==> src/inc/rfsc_pkg.sv <==
// Shared constants for the synthesiser control and status ends.
package rfsc_pkg;
  // ----------------------------------------
  // Device register bus
  // ----------------------------------------
  localparam int ADDR_W = 8;
  localparam int DATA_W = 16;
  localparam logic [7:0] DIVLOAD_ADDR = 8'hB2;
  localparam logic [7:0] CTRL_ADDR = 8'hB3;
  localparam logic [7:0] LOCK_ADDR = 8'hB4;
  localparam logic [7:0] MAIN_STATUS_ADDR = 8'h7E;
  // ----------------------------------------
  // Divider load word layout
  // ----------------------------------------
  localparam int LOAD_RSVD_BIT = 15;
  localparam int LOAD_SEL_MSB = 14;
  localparam int LOAD_SEL_LSB = 10;
  localparam logic [4:0] SEL_TX_R_LO = 5'h1A;
  localparam logic [4:0] SEL_TX_R_HI = 5'h1B;
  localparam logic [4:0] SEL_RX_N_LO = 5'h1C;
  localparam logic [4:0] SEL_RX_N_HI = 5'h1D;
  localparam logic [4:0] SEL_RX_R_LO = 5'h1E;
  localparam logic [4:0] SEL_RX_R_HI = 5'h1F;
  localparam logic [19:0] N_MIN = 20'h00440;
  localparam logic [19:0] N_MAX = 20'hFFFFF;
  localparam logic [12:0] R_MIN = 13'h0002;
  localparam logic [12:0] R_MAX = 13'h1FFF;
  localparam logic [19:0] N_RESET = 20'h00000;
  localparam logic [12:0] R_RESET = 13'h0000;
  // ----------------------------------------
  // Control word layout
  // ----------------------------------------
  localparam int REF_SEL_BIT = 15;
  localparam int SYNTH_STRIDE = 8;
  localparam int PS_BIT = 0;
  localparam int TX_BIT = 1;
  localparam int RX_BIT = 2;
  localparam int GAIN_BIT = 3;
  localparam int SIGN_BIT = 4;
  localparam int TOL_BIT = 5;
  localparam int TEST_BIT = 6;
  localparam int FIXED_ZERO_BIT = 7;
  localparam logic [15:0] CTRL_RESET = 16'h0000;
  localparam int LOCK_CHANGE_BIT = 1;
  typedef enum logic [1:0] {
    RFSC_EN_OFF = 2'b00,
    RFSC_EN_TX = 2'b01,
    RFSC_EN_RX = 2'b10,
    RFSC_EN_BAD = 2'b11
  } rfsc_en_t;
  // ----------------------------------------
  // Controller software registers
  // ----------------------------------------
  localparam logic [3:0] HREG_CTRL = 4'h0;
  localparam logic [3:0] HREG_RX_N = 4'h1;
  localparam logic [3:0] HREG_RX_R = 4'h2;
  localparam logic [3:0] HREG_TX_R = 4'h3;
  localparam logic [3:0] HREG_LOCK_REQ = 4'h4;
  localparam logic [3:0] HREG_LOCK = 4'h5;
  localparam logic [3:0] HREG_IRQ_STATUS = 4'h6;
  localparam logic [3:0] HREG_IRQ_MASK = 4'h7;
  localparam logic [3:0] HREG_BUSY = 4'h8;
  localparam int IRQ_DONE_BIT = 0;
  localparam int IRQ_REFUSED_BIT = 1;
  localparam int IRQ_LOCK_BIT = 2;
  localparam logic [2:0] IRQ_RESET = 3'h0;
endpackage

==> src/inc/rfsc_if.sv <==
// Register bus joining the controller end and the device end.
`timescale 1ns/1ns
interface rfsc_if;
  logic [7:0] addr;
  logic [15:0] wdata;
  logic wr;
  logic rd;
  logic [15:0] rdata;
  modport dev (
    input addr,
    input wdata,
    input wr,
    input rd,
    output rdata
  );
  modport host (
    output addr,
    output wdata,
    output wr,
    output rd,
    input rdata
  );
endinterface

==> src/rfsc_host.sv <==
// Controller end: checks software orders and drives the device register bus.
//
// Strobed register access was chosen for this implementation.
`timescale 1ns/1ns
module rfsc_host (
  // Clock and reset
  input wire logic core_clk_in,
  input wire logic sys_rst_in,
  // Register bus to the device
  rfsc_if.host bus,
  // Software port
  input wire logic [3:0] sw_addr_in,
  input wire logic [19:0] sw_wdata_in,
  input wire logic sw_wr_in,
  input wire logic sw_rd_in,
  output logic [19:0] sw_rdata_out,
  // Interrupt
  output logic irq_out
);

  typedef enum logic [2:0] {
    RFSC_ST_IDLE = 3'b000,
    RFSC_ST_SEND_HI = 3'b001,
    RFSC_ST_FINISH = 3'b010,
    RFSC_ST_RD_WAIT = 3'b011,
    RFSC_ST_CAPTURE = 3'b100
  } rfsc_state_t;

  rfsc_state_t state;
  logic [15:0] hi_word;
  logic [7:0] addr_q;
  logic [15:0] wdata_q;
  logic wr_q;
  logic rd_q;
  logic [1:0] lock_val;
  logic [2:0] irq_status;
  logic [2:0] irq_mask;
  logic [2:0] irq_set;
  logic [19:0] rdata_q;
  logic cmd;
  logic cmd_ok;
  logic idle;
  logic [15:0] lo_word;
  logic [15:0] hi_next;
  logic [7:0] addr_next;
  logic two_part;
  logic is_read;
  logic [12:0] r_val;

  assign idle = (state == RFSC_ST_IDLE);
  assign cmd = sw_wr_in && (sw_addr_in <= rfsc_pkg::HREG_LOCK_REQ);
  assign r_val = sw_wdata_in[12:0];

  // ----------------------------------------
  // Order checking
  // ----------------------------------------
  always_comb begin
    cmd_ok = idle;
    lo_word = 16'h0000;
    hi_next = 16'h0000;
    addr_next = rfsc_pkg::DIVLOAD_ADDR;
    two_part = 1'b1;
    is_read = 1'b0;
    if (sw_addr_in == rfsc_pkg::HREG_CTRL) begin
      addr_next = rfsc_pkg::CTRL_ADDR;
      two_part = 1'b0;
      lo_word = sw_wdata_in[15:0];
      lo_word[rfsc_pkg::FIXED_ZERO_BIT] = 1'b0;
      if (sw_wdata_in[10:9] == rfsc_pkg::RFSC_EN_BAD) begin
        cmd_ok = 1'b0;
      end else if (sw_wdata_in[2:1] == rfsc_pkg::RFSC_EN_BAD) begin
        cmd_ok = 1'b0;
      end
    end else if (sw_addr_in == rfsc_pkg::HREG_RX_N) begin
      if (sw_wdata_in < rfsc_pkg::N_MIN || sw_wdata_in > rfsc_pkg::N_MAX) begin
        cmd_ok = 1'b0;
      end
      lo_word = {1'b0, rfsc_pkg::SEL_RX_N_LO, sw_wdata_in[9:0]};
      hi_next = {1'b0, rfsc_pkg::SEL_RX_N_HI, sw_wdata_in[19:10]};
    end else if (sw_addr_in == rfsc_pkg::HREG_RX_R || sw_addr_in == rfsc_pkg::HREG_TX_R) begin
      if (sw_wdata_in[19:13] != 7'h00 || r_val < rfsc_pkg::R_MIN || r_val > rfsc_pkg::R_MAX) begin
        cmd_ok = 1'b0;
      end
      if (sw_addr_in == rfsc_pkg::HREG_RX_R) begin
        lo_word = {1'b0, rfsc_pkg::SEL_RX_R_LO, r_val[9:0]};
        hi_next = {1'b0, rfsc_pkg::SEL_RX_R_HI, 7'h00, r_val[12:10]};
      end else begin
        lo_word = {1'b0, rfsc_pkg::SEL_TX_R_LO, r_val[9:0]};
        hi_next = {1'b0, rfsc_pkg::SEL_TX_R_HI, 7'h00, r_val[12:10]};
      end
    end else begin
      addr_next = rfsc_pkg::LOCK_ADDR;
      two_part = 1'b0;
      is_read = 1'b1;
    end
  end

  // ----------------------------------------
  // Bus sequencer
  // ----------------------------------------
  always_ff @(posedge core_clk_in) begin
    if (sys_rst_in) begin
      state <= RFSC_ST_IDLE;
      addr_q <= 8'h00;
      wdata_q <= 16'h0000;
      hi_word <= 16'h0000;
      wr_q <= 1'b0;
      rd_q <= 1'b0;
    end else begin
      wr_q <= 1'b0;
      rd_q <= 1'b0;
      case (state)
        RFSC_ST_IDLE: begin
          if (cmd && cmd_ok) begin
            addr_q <= addr_next;
            wdata_q <= lo_word;
            hi_word <= hi_next;
            wr_q <= !is_read;
            rd_q <= is_read;
            if (is_read) begin
              state <= RFSC_ST_RD_WAIT;
            end else if (two_part) begin
              state <= RFSC_ST_SEND_HI;
            end else begin
              state <= RFSC_ST_FINISH;
            end
          end
        end
        RFSC_ST_SEND_HI: begin
          wr_q <= 1'b1;
          wdata_q <= hi_word;
          state <= RFSC_ST_FINISH;
        end
        RFSC_ST_RD_WAIT: begin
          state <= RFSC_ST_CAPTURE;
        end
        default: begin
          state <= RFSC_ST_IDLE;
        end
      endcase
    end
  end

  assign bus.addr = addr_q;
  assign bus.wdata = wdata_q;
  assign bus.wr = wr_q;
  assign bus.rd = rd_q;

  always_ff @(posedge core_clk_in) begin
    if (sys_rst_in) begin
      lock_val <= 2'h0;
    end else if (state == RFSC_ST_CAPTURE) begin
      lock_val <= bus.rdata[1:0];
    end
  end

  // ----------------------------------------
  // Interrupts and software reads
  // ----------------------------------------
  always_comb begin
    irq_set = 3'h0;
    irq_set[rfsc_pkg::IRQ_DONE_BIT] = (state == RFSC_ST_FINISH) || (state == RFSC_ST_CAPTURE);
    irq_set[rfsc_pkg::IRQ_REFUSED_BIT] = cmd && !cmd_ok;
    irq_set[rfsc_pkg::IRQ_LOCK_BIT] = (state == RFSC_ST_CAPTURE) && (bus.rdata[1:0] != lock_val);
  end

  always_ff @(posedge core_clk_in) begin
    if (sys_rst_in) begin
      irq_status <= rfsc_pkg::IRQ_RESET;
    end else if (sw_rd_in && sw_addr_in == rfsc_pkg::HREG_IRQ_STATUS) begin
      irq_status <= irq_set;
    end else begin
      irq_status <= irq_status | irq_set;
    end
  end

  always_ff @(posedge core_clk_in) begin
    if (sys_rst_in) begin
      irq_mask <= rfsc_pkg::IRQ_RESET;
    end else if (sw_wr_in && sw_addr_in == rfsc_pkg::HREG_IRQ_MASK) begin
      irq_mask <= sw_wdata_in[2:0];
    end
  end

  assign irq_out = |(irq_status & irq_mask);

  always_ff @(posedge core_clk_in) begin
    if (sys_rst_in) begin
      rdata_q <= 20'h00000;
    end else if (!sw_rd_in) begin
      rdata_q <= 20'h00000;
    end else if (sw_addr_in == rfsc_pkg::HREG_LOCK) begin
      rdata_q <= {18'h00000, lock_val};
    end else if (sw_addr_in == rfsc_pkg::HREG_IRQ_STATUS) begin
      rdata_q <= {17'h00000, irq_status};
    end else if (sw_addr_in == rfsc_pkg::HREG_IRQ_MASK) begin
      rdata_q <= {17'h00000, irq_mask};
    end else if (sw_addr_in == rfsc_pkg::HREG_BUSY) begin
      rdata_q <= {19'h00000, !idle};
    end else begin
      rdata_q <= 20'h00000;
    end
  end

  assign sw_rdata_out = rdata_q;

endmodule

==> src/flat_wrapper.sv <==
// flat-port wrapper written by rule: the top's interface ports become plain ports
module rfsc_host_flat 
  (core_clk_in, sys_rst_in, sw_addr_in, sw_wdata_in, sw_wr_in, sw_rd_in, sw_rdata_out, irq_out, bus_addr, bus_wdata, bus_wr, bus_rd, bus_rdata);
  rfsc_if bus_i ();
  input wire logic core_clk_in;
  input wire logic sys_rst_in;
  input wire logic [3:0] sw_addr_in;
  input wire logic [19:0] sw_wdata_in;
  input wire logic sw_wr_in;
  input wire logic sw_rd_in;
  output logic [19:0] sw_rdata_out;
  output logic irq_out;
  output wire logic [$bits(bus_i.addr)-1:0] bus_addr;
  output wire logic [$bits(bus_i.wdata)-1:0] bus_wdata;
  output wire logic [$bits(bus_i.wr)-1:0] bus_wr;
  output wire logic [$bits(bus_i.rd)-1:0] bus_rd;
  input wire logic [$bits(bus_i.rdata)-1:0] bus_rdata;
  assign bus_addr = bus_i.addr;
  assign bus_wdata = bus_i.wdata;
  assign bus_wr = bus_i.wr;
  assign bus_rd = bus_i.rd;
  assign bus_i.rdata = bus_rdata;
  rfsc_host u_core (.core_clk_in(core_clk_in), .sys_rst_in(sys_rst_in), .bus(bus_i), .sw_addr_in(sw_addr_in), .sw_wdata_in(sw_wdata_in), .sw_wr_in(sw_wr_in), .sw_rd_in(sw_rd_in), .sw_rdata_out(sw_rdata_out), .irq_out(irq_out));
endmodule
==> config.mk <==
export PLATFORM = sky130hd
export DESIGN_NAME = rfsc_host_flat
export DESIGN_NICKNAME = d
export VERILOG_FILES = /design/src/inc/rfsc_pkg.sv /design/src/inc/rfsc_if.sv /design/src/rfsc_host.sv /design/src/flat_wrapper.sv
export SDC_FILE = /design/constraint.sdc
export NUM_CORES = 1
export LEC_CHECK = 0
export ABC_CLOCK_PERIOD_IN_PS = 3000
export BUFFER_PORTS_ARGS = -buffer_cell sky130_fd_sc_hd__clkbuf_2
export CELL_PAD_IN_SITES_DETAIL_PLACEMENT = 1
export CELL_PAD_IN_SITES_GLOBAL_PLACEMENT = 2
export CORE_UTILIZATION = 29
export CTS_CLUSTER_SIZE = 14
export DETAILED_ROUTE_END_ITERATION = 8
export PLACE_DENSITY = 0.88
export SETUP_SLACK_MARGIN = 0.1
export SLEW_MARGIN = 20
export SYNTH_ARGS = -nofsm -noshare
export SYNTH_HDL_FRONTEND = slang
export SYNTH_SLANG_ARGS = --single-unit
==> constraint.sdc <==
create_clock -name core_clk_in -period 3 [get_ports core_clk_in]
set_input_delay 0.15 -clock core_clk_in [delete_from_list [all_inputs] [get_ports core_clk_in]]
set_output_delay 0.15 -clock core_clk_in [all_outputs]
set_load 0.03 [all_outputs]
# Word level (Yosys, flattened, before mapping)
# Index checks and enable logic that the tools add are counted.
[totals]
ff_bits = 73
latchBits = 0
ram_bits = 0
rom_bits = 0
input_bits = 44
elab_cells = 99
n_memories = 0
[classes]
addsub = 0
multipliers = 0
div = 0
magnitude_cmp = 5
eq_ne = 15
n_shift = 0
n_mux = 37
bitwise = 5
n_reduce_logical = 25
[op_table]
columns = ["cell", "n"]
rows = [
  ["$mux 16", 7],
  ["$pmux 16 s2", 1],
  ["$mux 13", 2],
  ["$gt 20x20->1 const B", 1],
  ["$lt 20x11->1 const B", 1],
  ["$mux 3", 6],
  ["$mux 8", 2],
  ["$mux 1", 15],
  ["$gt 13x13->1 const B", 1],
  ["$lt 13x2->1 const B", 1],
  ["$eq 4x3->1 const B", 3],
  ["$pmux 3 s3", 1],
  ["$reduce_or 3->1", 3],
  ["$eq 4x2->1 const B", 2],
  ["$reduce_bool 7->1", 1],
  ["$eq 3x2->1 const B", 2],
  ["$logic_and 1x1->1", 6],
  ["$logic_or 1x1->1", 5],
  ["$reduce_or 5->1", 1],
  ["$eq 2x2->1 const B", 2],
  ["$eq 4x1->1 const B", 1],
  ["$eq 4x4->1 const B", 1],
  ["$le 4x3->1 const B", 1],
  ["$logic_not 4->1", 1],
  ["14 further kinds", 20],
]

# Longest topological paths before layout
# Gate-level depths: netlist of run 1.
[depth]
ltp_word = 11
ltp_mapped = 7
depth_no_buf = 5

# Worst setup path before layout of run 1
# No wires, ideal clock.
[synth_timing]
kind = "input-to-reg"
start = "input port sw_addr_in[0]"
end = "register u_core.wdata_q[10] (netlist: u_core.bus.wdata[10])"
setup_time_ns = 0.121
arrival_time_ns = 2.121
t_required_ns = 2.879
slack_ns = 0.757
cell_stages = 7
path_cell_list = "buf_4 or4b_4 a2111oi_4 a31oi_4 a31oi_4 buf_12 mux2_4"
[synth_via]
elab_chain_len = 8
elab_cells_between_ends = 18
[synth_lines]
columns = ["item", "line_no", "source"]
rows = [
  ["from (decl)", "flat_wrapper.sv:7", "input wire logic [3:0] sw_addr_in;"],
  ["$eq 4x2->1", "rfsc_host.sv:80", "end else if (sw_addr_in == rfsc_pkg::HREG_RX_R || sw_addr_in == rfsc_pkg::HREG_TX_R) begin"],
  ["$logic_or 1x1->1", "rfsc_host.sv:80", ""],
  ["$mux 1", "rfsc_host.sv:80", ""],
  ["$mux 1", "rfsc_host.sv:74", "end else if (sw_addr_in == rfsc_pkg::HREG_RX_N) begin"],
  ["$mux 1", "rfsc_host.sv:64", "if (sw_addr_in == rfsc_pkg::HREG_CTRL) begin"],
  ["$logic_and 1x1->1", "rfsc_host.sv:114", "if (cmd && cmd_ok) begin"],
  ["$ne 2x2->1 (no source line)", "n/a", ""],
  ["$reduce_and 2->1 (no source line)", "n/a", ""],
  ["to (signal assigned)", "rfsc_host.sv:116", "wdata_q <= lo_word;"],
  ["to (signal assigned)", "rfsc_host.sv:131", "wdata_q <= hi_word;"],
  ["to (decl)", "rfsc_host.sv:32", "logic [15:0] wdata_q;"],
]
# Several ways; a longest one is shown, not always the timed one. The select of a mux whose other input is x is not followed.
# A chain may end at the register's enable or synchronous reset.

# Worst setup path after layout of run 1
[layout_timing]
start = "input port sw_addr_in[0]"
end = "register u_core.wdata_q[3] (netlist: u_core.bus.wdata[3])"
# The elaborated chain is that of the path after synthesis.

==> results of run 1 <==
-- logic make-up after synthesis --
logic type,after synthesis,share of synthesized area
compound gates,52,0.149
buf+inv,42,0.0969
mux,31,0.133
flops,49,0.367
xor+xnor,4,0.0131
simple gates,122,0.239
other cells,1,0.00140
-- final timing paths --
| kind | start | end | slack (ns) | cells after the start |
|---|---|---|---|---|
| worst min-delay path | sw_wdata_in[16] | u_core.hi_word[6] | 0.09 | 3 |
| worst max register to register | u_core.state[0] | u_core.hi_word[8] | 0.94 | 5 |
| worst max-delay path | sw_addr_in[0] | u_core.bus.wdata[3] | 0.75 | 7 |
| worst min register to register | u_core.hi_word[5] | u_core.hi_word[5] | 0.46 | 2 |
-- flip-flops by register name (all words and copies together), names as in the netlist --
signal and count:
u_core.bus.wr 1, u_core.bus.rd 1, u_core.irq_status 3, u_core.hi_word 13
u_core.bus.wdata 16, u_core.state 3, u_core.irq_mask 3, u_core.lock_val 2
u_core.sw_rdata_out 3, u_core.bus.addr 4
-- routing by layer --
metal,GRT usage,vias to the layer above,wire length (um),share of wire
li1,-,1139,-,-
met4,0.0664,0,173,0.023
met1,0.196,1170,3380,0.45
met2,0.274,59,3690,0.49
met3,0.0222,12,303,0.040
met5,0,-,0,0
-- cells in the mapped netlist (3+ instances only) --
cell type and instances:
buf_4 22, a21oi_1 19, o21ai_0 3, dfxtp_1 49, mux2_4 7, inv_1 3, nor3_1 11, nand2_1 37
nor2b_1 18, nor2_1 20, nand4_1 3, a41o_1 3, nand3_1 12, clkbuf_1 14, a31oi_1 5, o31ai_1 5
mux2_2 9, mux2i_1 15
-- power breakdown --
group	internal [uW]	total, uW	switching, uW
Clock	166	378	212
Sequential	662	671	8.64
Combinational	66.9	220	153
Total	895	1270	374
-- worst register-to-register path: stages (launching register included) --
cell     delay (ns)
dfxtp_1        0.38
or3_1          0.47
nor2_1         0.44
nand3_1        0.27
buf_4          0.26
mux2i_1        0.13
-- layout make-up --
class | count | area [um^2]
fillers | 1063 | 5740
clock buffers | 8 | 80.1
inverters | 3 | 11.3
repair buffers | 67 | 360
flip-flops and latches | 49 | 981
multi-input cells | 228 | 1500
well taps | 108 | 135
-- metrics by stage --
step	worst slack, ns	instance area, um^2
detailed placement	0.442	2990
global route	0.674	3070
floorplan	0.757	2740
CTS	0.762	3070
finish	0.754	3070
global placement	0.500	2990
==> summary.md, run 1 <==
| Metric | Value |
|---|---|
| CP Buf/Inv Count | `2` |
| Violated checks | `DRC` |
| Area grow syn2layout | `14.8%` |
| Cell count after synthesis | `301` |
| Number of antenna cells inserted | `0` |
| Mapped Area | `0.00267 mm^2` |
| # port buffers | `57` |
| CTS sink count | `49` |
| Worst slew pin tran | `0.687 ns` |
| Ys Warns | `0` |
| CP Capture Type | `flip-flop` |
| Synth Flop Type | `dfxtp_1` |
| Number of synthesized register bits | `49` |
| Util after Layout | `0.348` |
| Vias in the first global route | `2411` |
| Register area share after synthesis | `0.367` |
| Top post-synthesis cells by area | `dfxtp_1 37%, buf_4 6.2%, mux2i_1 5.6%` |
| CTS resizes | `0` |
| Post-route DRC | `5` |
| Initial DRT Pass Iterations | `6` |
| DRT Wirelength | `7550 um` |
| Overall die height | `98 um` |
| Share of cells above drive strength 1 | `0.276` |
| Hold WS | `0.0947 ns` |
| CP top delay family | `compound AO/OA/AOI/OAI gates` |
| Critical Path Start Type | `input port` |
| Worst EP arrival | `2.44 ns` |
| Setup violations, final | `0` |
| Clock-pin slew on the worst setup and hold paths | `0.08 ns` |
| Synth async-reset ratio | `0` |
| Postcts setup bufs | `0` |
| Max Slew Vio Count | `0` |
| Min-Delay Path Class | `input port to flip-flop` |
| CTS Hold Bufs | `0` |
| Max frequency | `445 MHz` |
| Largest net degree at the start of global routing | `32` |
| Critical-path top delay cell | `or4b_4` |
| Core Region | `0.00881 mm^2` |
| Max stage delay on crit path | `0.54 ns` |
| Placed Cells | `455` |
| Status | `complete, but fails checks` |
| H-tree levels | `2` |
| Global-route usage over all layers | `0.158` |
| Vias post-DR | `2380` |
| Synth area leader | `dfxtp_1` |
| Unique masters post-synth | `50` |
| Starting Density | `0.303` |
| Post-route insts no fill | `463` |
| Most common cell on crit path | `a31oi_4` |
| Fin. Hold Viols | `0` |
| WL per Instance | `16.3 um` |
| CTS Buffer Depth | `2` |
| Total grt overflow | `0` |
| Leading cell type in the layout, fill and taps excluded | `clkbuf_2` |
| Area share of the leading cell type in the synthesized netlist | `0.367` |
| Root buffer cell | `clkbuf_8` |
| Io pins | `91` |
| DRT iter0 DRCs | `124` |
| RSZ-0062 raised after global routing | `false` |
| Worst-Skew Late Latency | `0.30 ns` |
| Maxcap violations | `0` |
| Avg Synthesized Cell Area | `8.88 um^2` |
| Worst vdd ir | `0.142 mV` |
| Die W | `98 um` |
| Post-synth EDFFs | `0` |
| CP required | `3.19 ns` |
| Total die area | `0.00960 mm^2` |
| Slew headroom | `0.542` |
| Most frequent cells in the layout | `57 x clkbuf_2, 49 x dfxtp_1, 37 x nand2_1` |
| Hpwl dp | `5690 um` |
| CTS tree | `built` |
| CP Max Fanout | `17` |
| Vias per cell | `5.14` |
| Tmin final | `2.25 ns` |
| Cell leakage power | `0.00133 uW` |
| Nets@finish | `398` |
| Crit-path cells | `clkbuf_2 > or4b_4 > a2111oi_4 > a31oi_4 > a31oi_4 > buf_4 > mux2_2` |
| First-pass GRT wire length | `12200 um` |
| Rows | `34` |
| PD cells | `414 mW/mm^2` |
| Initial antenna violation count | `0` |
| Clock Skew | `0.00679 ns` |
| Total power draw | `1270 uW` |
| Post-route ant nets | `0` |
| GP Congestion | `0.844` |
| CTS Buf Count | `5` |
| Period utilization | `0.749` |
| Total negative slack | `0 ns` |
| Worst setup path class | `input port to flip-flop` |
Note: power is estimated with default switching activity, not from simulation.
==> run 2, diff against run 1 <==
--- a/config.mk
+++ b/config.mk
@@ -5,7 +5,7 @@
 export SDC_FILE = /design/constraint.sdc
 export NUM_CORES = 1
 export LEC_CHECK = 0
-export ABC_CLOCK_PERIOD_IN_PS = 3000
+export ABC_CLOCK_PERIOD_IN_PS = 2300
 export BUFFER_PORTS_ARGS = -buffer_cell sky130_fd_sc_hd__clkbuf_2
 export CELL_PAD_IN_SITES_DETAIL_PLACEMENT = 1
 export CELL_PAD_IN_SITES_GLOBAL_PLACEMENT = 2
==> constraint.sdc (replaced) <==
create_clock -name core_clk_in -period 2.3 [get_ports core_clk_in]
set_input_delay 0.115 -clock core_clk_in [delete_from_list [all_inputs] [get_ports core_clk_in]]
set_output_delay 0.115 -clock core_clk_in [all_outputs]
set_load 0.03 [all_outputs]
==> run 2 against run 1 <==
  * The run still ends with DRC left
  * Clock skew increased by 0.0034 ns
  * Critical endpoint is now u_core.hi_word[5]
  * Worst hold slack got worse by 0.044 ns
  * Sequential cell count unchanged
  * Die area unchanged
  * First-iteration DRC count decreased by 38%
  * Critical path depth increased by 1
  * Cell area increased by 2.8%
  * Via count decreased by 0.42%
  * Wire length increased by 2.6%
  * Sequential power increased by 30%
  * Power increased by 37%
==> summary.md, run 2 (synthesis results as in run 1) <==
| Metric | Value |
|---|---|
| NetSw | `509 uW (+36%)` |
| Fin. Hold Viols | `0 (unchanged)` |
| Critical path depth in cells | `8 (+1)` |
| First-pass GRT wire length | `12700 um (+3.7%)` |
| Flop pwr share | `0.503 (-0.025)` |
| RSZ-0062 raised after global routing | `false` |
| Place WS | `-0.0104 ns (-0.452 ns)` |
| Share of cells above drive strength 1 | `0.298 (+0.0223)` |
| Post-route DRC | `4 (-1)` |
| Max frequency | `494 MHz` |
| Clock Power Share | `0.326 (+0.028)` |
| CTS Buffer Depth | `2 (unchanged)` |
| Maxcap violations | `0 (unchanged)` |
| Tmin final | `2.02 ns` |
| Worst setup margin | `0.278 ns (-0.476 ns)` |
| DRT Wirelength | `7750 um (+2.6%)` |
| Postcts setup bufs | `0 (unchanged)` |
| Starting Density | `0.303 (unchanged)` |
| Worst slew pin tran | `0.676 ns (-0.0108 ns)` |
| CP Max Fanout | `7 (-10)` |
| WL per Instance | `16.5 um (+1.1%)` |
| CTS sink count | `49 (unchanged)` |
| CTS resizes | `0 (unchanged)` |
| Violated checks | `DRC` |
| Crit-path cells | `clkbuf_2 > or4_4 > a2111oi_4 > a31oi_4 > buf_4 > nand3_1 > buf_4 > mux2i_1` |
| CP endpoint | `u_core.hi_word[5]` |
| Global-route usage over all layers | `0.166 (+0.00715)` |
| Largest net degree at the start of global routing | `26 (-19%)` |
| CTS tree | `built` |
| Max reg flops | `16 (unchanged)` |
| Most frequent cells in the layout | `57 x clkbuf_2, 49 x dfxtp_1, 37 x nand2_1` |
| Period utilization | `0.879` |
| Area grow syn2layout | `18.0%` |
| Vias in the first global route | `2448 (+1.5%)` |
| CP Launch Point | `sw_wdata_in[9]` |
| Slew headroom | `0.549 (+0.00724)` |
| Die W | `98 um (unchanged)` |
| Placed Cells | `462 (+1.5%)` |
| Number of antenna cells inserted | `0 (unchanged)` |
| Clock-pin slew on the worst setup and hold paths | `0.09 ns (about the same)` |
| Max Slew Vio Count | `0 (unchanged)` |
| Switching Fraction | `0.292 (-0.00282)` |
| Reg2Reg Setup Slack | `0.47 ns (-0.47 ns)` |
| Cell leakage power | `0.00138 uW (+4.0%)` |
| Total internal power | `1230 uW (+38%)` |
| Post-route insts no fill | `470 (+1.5%)` |
| Rows | `34 (unchanged)` |
| Max stage delay on crit path | `0.57 ns (+0.03 ns)` |
| Worst setup path class | `input port to flip-flop` |
| Logic pwr share | `0.171 (-0.002)` |
| DRT iter0 DRCs | `77 (-38%)` |
| Initial DRT Pass Iterations | `6 (unchanged)` |
| Vias per cell | `5.04 (-1.9%)` |
| Root buffer cell | `clkbuf_8` |
| Reg-to-Reg Start | `u_core.state[0]` |
| Worst EP arrival | `2.25 ns (-0.19 ns)` |
| CP Buf/Inv Count | `3 (+1)` |
| Overall die height | `98 um (unchanged)` |
| Critical-path top delay cell | `or4_4` |
| # port buffers | `57 (unchanged)` |
| Initial antenna violation count | `0 (unchanged)` |
| CP Capture Type | `flip-flop` |
| Total negative slack | `0 ns (unchanged)` |
| Total die area | `0.00960 mm^2 (unchanged)` |
| Total grt overflow | `0 (unchanged)` |
| Hpwl dp | `5990 um (+5.3%)` |
| Nets@finish | `405 (+1.8%)` |
| FF-to-FF path depth | `4 (-1)` |
| CP top delay family | `simple AND/OR/NAND/NOR gates` |
| PD cells | `552 mW/mm^2 (+33%)` |
| Status | `complete, but fails checks` |
| Leading cell type in the layout, fill and taps excluded | `clkbuf_2` |
| Setup violations, final | `0 (unchanged)` |
| Io pins | `91 (unchanged)` |
| Critical Path Start Type | `input port` |
| Core Region | `0.00881 mm^2 (unchanged)` |
| CTS Hold Bufs | `0 (unchanged)` |
| Vias post-DR | `2370 (-0.42%)` |
| Most common cell on crit path | `buf_4` |
| Crit Reg-Reg Endpoint | `u_core.hi_word[11]` |
| Post-route ant nets | `0 (unchanged)` |
| H-tree levels | `2 (unchanged)` |
| GP Congestion | `0.899 (+6.6%)` |
| Min-Delay Path Class | `input port to flip-flop` |
| Worst vdd ir | `0.230 mV (+62%)` |
| Worst-Skew Late Latency | `0.31 ns (about the same)` |
| CTS Buf Count | `5 (unchanged)` |
| Clock Skew | `0.0101 ns (+0.00335 ns)` |
| CP required | `2.53 ns (-0.66 ns)` |
run 2: worst min-delay path by stage:
| stage | slack (ns) | to | from | cells past startpoint |
|---|---|---|---|---|
| after global placement | 0.37 | u_core.hi_word[6] | sw_wdata_in[16] | 3 |
| after global routing | 0.08 | u_core.hi_word[6] | sw_wdata_in[16] | 3 |
| final | 0.05 | u_core.hi_word[6] | sw_wdata_in[16] | 3 |
| after floorplan | 0.25 | u_core.hi_word[3] | sw_wdata_in[13] | 2 |
| after detailed placement | 0.37 | u_core.hi_word[6] | sw_wdata_in[16] | 3 |
| after CTS | 0.04 | u_core.hi_word[6] | sw_wdata_in[16] | 3 |
run 2: through the flow:
step | utilization | cell area, um^2 | hold slack (ns) | power [uW]
5_1_grt | 0.358 | 3150 | 0.0828 | 1810
4_1_cts | 0.358 | 3150 | 0.0445 | 1770
3_5_place_dp | 0.347 | 3050 | 0.372 | 1190
3_3_place_gp | 0.347 | 3050 | 0.369 | 1190
6_report | 0.358 | 3150 | 0.0510 | 1740
2_1_floorplan | - | 2740 | 0.254 | 1110
run 2: layout make-up:
cell class	instances	area, um^2
clock inverters	1	5.00
clock buffers	7	96.3
repair buffers	74	425
multi-input cells	228	1500
flip-flops and latches	49	981
inverters	3	11.3
well taps	108	135
fillers	1071	5650
run 2: routing by layer:
layer	routed length, um	vias to the layer above	part of all wire	global-route usage
met4	126	0	0.016	0.0490
li1	-	1150	-	-
met2	3860	54	0.50	0.292
met3	290	11	0.037	0.0279
met1	3470	1155	0.45	0.206
met5	0	-	0	0
run 2: worst register-to-register path, stage by stage, from the launching register on:
cell and delay (ns):
dfxtp_1 0.40, or3_1 0.46, or2_2 0.35, nor3_2 0.17
mux2_2 0.36
run 2: power groups by stage:
stage                     combinational [uW]  sequential, uW  clock, uW
after floorplan                          203             910          0
after detailed placement                 298             895          0
after global placement                   292             895          0
final                                    298             875        569
after global routing                     319             878        612
after CTS                                299             876        591
==> run 3, diff against run 2 <==
--- a/config.mk
+++ b/config.mk
@@ -9,6 +9,7 @@
 export BUFFER_PORTS_ARGS = -buffer_cell sky130_fd_sc_hd__clkbuf_2
 export CELL_PAD_IN_SITES_DETAIL_PLACEMENT = 1
 export CELL_PAD_IN_SITES_GLOBAL_PLACEMENT = 2
+export CORE_MARGIN = 4
 export CORE_UTILIZATION = 29
 export CTS_CLUSTER_SIZE = 14
 export DETAILED_ROUTE_END_ITERATION = 8
==> run 3 against run 2 <==
  * The run now ends clean
  * Clock skew down 0.0035 ns
  * Wire length down 4.3%
  * Core utilization down 0.087 points
  * Via count down 1.6%
  * Clock power up 13%
  * Register-to-register slack better by 0.02 ns
  * Die area up 13%
  * Non-clock buffer count down 1
  * Sequential share of layout area down 0.074 points
  * Combinational power down 2%
==> summary.md, run 3 (synthesis results as in run 1) <==
| Metric | Value |
|---|---|
| Worst slew pin tran | `0.656 ns (-0.0196 ns)` |
| Post-route DRC | `0 (-4)` |
| Max frequency | `502 MHz (+1.6%)` |
| CTS Buffer Depth | `2 (unchanged)` |
| Cell leakage power | `0.00138 uW (about the same)` |
| GP Congestion | `0.857 (-4.6%)` |
| Critical Path Start Type | `input port` |
| Largest net degree at the start of global routing | `28 (+7.7%)` |
| CTS tree | `built` |
| Slew headroom | `0.562 (+0.0131)` |
| End of the worst hold path | `u_core.hi_word[5]` |
| Worst vdd ir | `0.312 mV (+36%)` |
| Max Slew Vio Count | `0 (unchanged)` |
| Initial antenna violation count | `0 (unchanged)` |
| Hold WS | `0.0603 ns (+0.00930 ns)` |
| DRT iter0 DRCs | `122 (+58%)` |
| Vias per cell | `4.97 (-1.4%)` |
| Worst EP arrival | `2.22 ns (-0.03 ns)` |
| Area grow syn2layout | `18.3%` |
| Layout Cell Area excl Fill | `0.00316 mm^2 (+0.24%)` |
| Worst setup path class | `input port to flip-flop` |
| Initial DRT Pass Iterations | `4 (-2)` |
| Total negative slack | `0 ns (unchanged)` |
| Reg2Reg Setup Slack | `0.49 ns (+0.02 ns)` |
| Status | `completed` |
| Root buffer cell | `clkbuf_8` |
| Clock Skew | `0.00668 ns (-0.00346 ns)` |
| Place WS | `-0.00166 ns (+0.00872 ns)` |
| CTS Hold Bufs | `0 (unchanged)` |
| Most frequent cells in the layout | `57 x clkbuf_2, 49 x dfxtp_1, 37 x nand2_1` |
| FF-to-FF path depth | `4 (unchanged)` |
| Number of antenna cells inserted | `0 (unchanged)` |
| H-tree levels | `2 (unchanged)` |
| Worst setup margin | `0.309 ns (+0.0314 ns)` |
| Nets@finish | `404 (-0.25%)` |
| Share of cells above drive strength 1 | `0.294 (-0.00471)` |
| Core Region | `0.00885 mm^2 (+0.48%)` |
| HP Start | `sw_wdata_in[15]` |
| Postcts setup bufs | `0 (unchanged)` |
| Overall die height | `104 um (+6.1%)` |
| CTS Buf Count | `5 (unchanged)` |
| CP Launch Point | `sw_wdata_in[9]` |
| Reg-to-Reg Start | `u_core.state[0]` |
| Period utilization | `0.866 (-0.0137)` |
| CP Max Fanout | `7 (unchanged)` |
| Crit Reg-Reg Endpoint | `u_core.hi_word[11]` |
| Area of the multi-input gates | `0.00150 mm^2 (unchanged)` |
| CTS sink count | `49 (unchanged)` |
| Min-Delay Path Class | `input port to flip-flop` |
| CP required | `2.53 ns (about the same)` |
| Post-route ant nets | `0 (unchanged)` |
| WL per Instance | `15.8 um (-4.1%)` |
| Rows | `34 (unchanged)` |
| Worst-Skew Late Latency | `0.30 ns (about the same)` |
| Vias in the first global route | `2319 (-5.3%)` |
| Clock-pin slew on the worst setup and hold paths | `0.09 ns (about the same)` |
| # port buffers | `57 (unchanged)` |
| Fillers | `1078 (+0.65%)` |
| RSZ-0062 raised after global routing | `false` |
| PD cells | `572 mW/mm^2 (+3.6%)` |
| Register Area | `981 um^2 (unchanged)` |
| Maxcap violations | `0 (unchanged)` |
| CP Capture Type | `flip-flop` |
| Die W | `104 um (+6.1%)` |
| Total die area | `0.0108 mm^2 (+13%)` |
| Placed cell area | `0.00305 mm^2 (-0.25%)` |
| DRT Wirelength | `7420 um (-4.3%)` |
| Global-route usage over all layers | `0.137 (-0.0289)` |
| First-pass GRT wire length | `12200 um (-3.9%)` |
| CTS resizes | `0 (unchanged)` |
| Fin. Hold Viols | `0 (unchanged)` |
| Worst hold stages | `3 (unchanged)` |
| Leading cell type in the layout, fill and taps excluded | `clkbuf_2` |
| Hpwl dp | `5760 um (-3.9%)` |
| Total grt overflow | `0 (unchanged)` |
| Starting Density | `0.302 (-0.00146)` |
| Total power draw | `1810 uW (+3.9%)` |
| Io pins | `91 (unchanged)` |
| Tmin final | `1.99 ns (-0.0314 ns)` |
| Setup violations, final | `0 (unchanged)` |
| Vias post-DR | `2333 (-1.6%)` |
| Max reg flops | `16 (unchanged)` |
-- run 3: through the flow --
step,util,instances
after floorplan,-,319
final,0.357,469
after detailed placement,0.344,461
after global placement,0.344,461
after CTS,0.357,469
after global routing,0.357,469
-- run 3: routing by layer --
layer	wire, um	track usage	part of all wire	up-vias
li1	-	-	-	1150
met1	3360	0.183	0.45	1126
met2	3630	0.229	0.49	53
met3	341	0.0211	0.046	4
met4	87	0.0370	0.012	0
met5	0	0	0	-
-- run 3: critical path: stages --
cell       delay [ns]
clkbuf_2         0.11
or4_4            0.56
a2111oi_4        0.46
a31oi_4          0.14
buf_4            0.19
nand3_1          0.20
buf_4            0.23
mux2i_1          0.22
-- run 3: area by class of cell --
type	instances	share of cell area
clock buffers	7	0.0273
repair buffers	73	0.132
inverters	3	0.00356
clock inverters	1	0.00950
multi-input cells	228	0.474
flip-flops and latches	49	0.310
well taps	108	0.0427
-- run 3: power breakdown --
| part | internal, uW | switching, uW |
|---|---|---|
| clock network | 355 | 288 |
| registers | 864 | 11.3 |
| logic | 95.6 | 195 |
-- run 3: worst max path at each step --
stage,end,cells after the start
6_report,u_core.hi_word[6],8
5_1_grt,u_core.hi_word[6],8
4_1_cts,u_core.hi_word[6],8
3_5_place_dp,u_core.hi_word[6],8
3_3_place_gp,u_core.bus.wdata[4],7
2_1_floorplan,u_core.bus.wdata[10],7
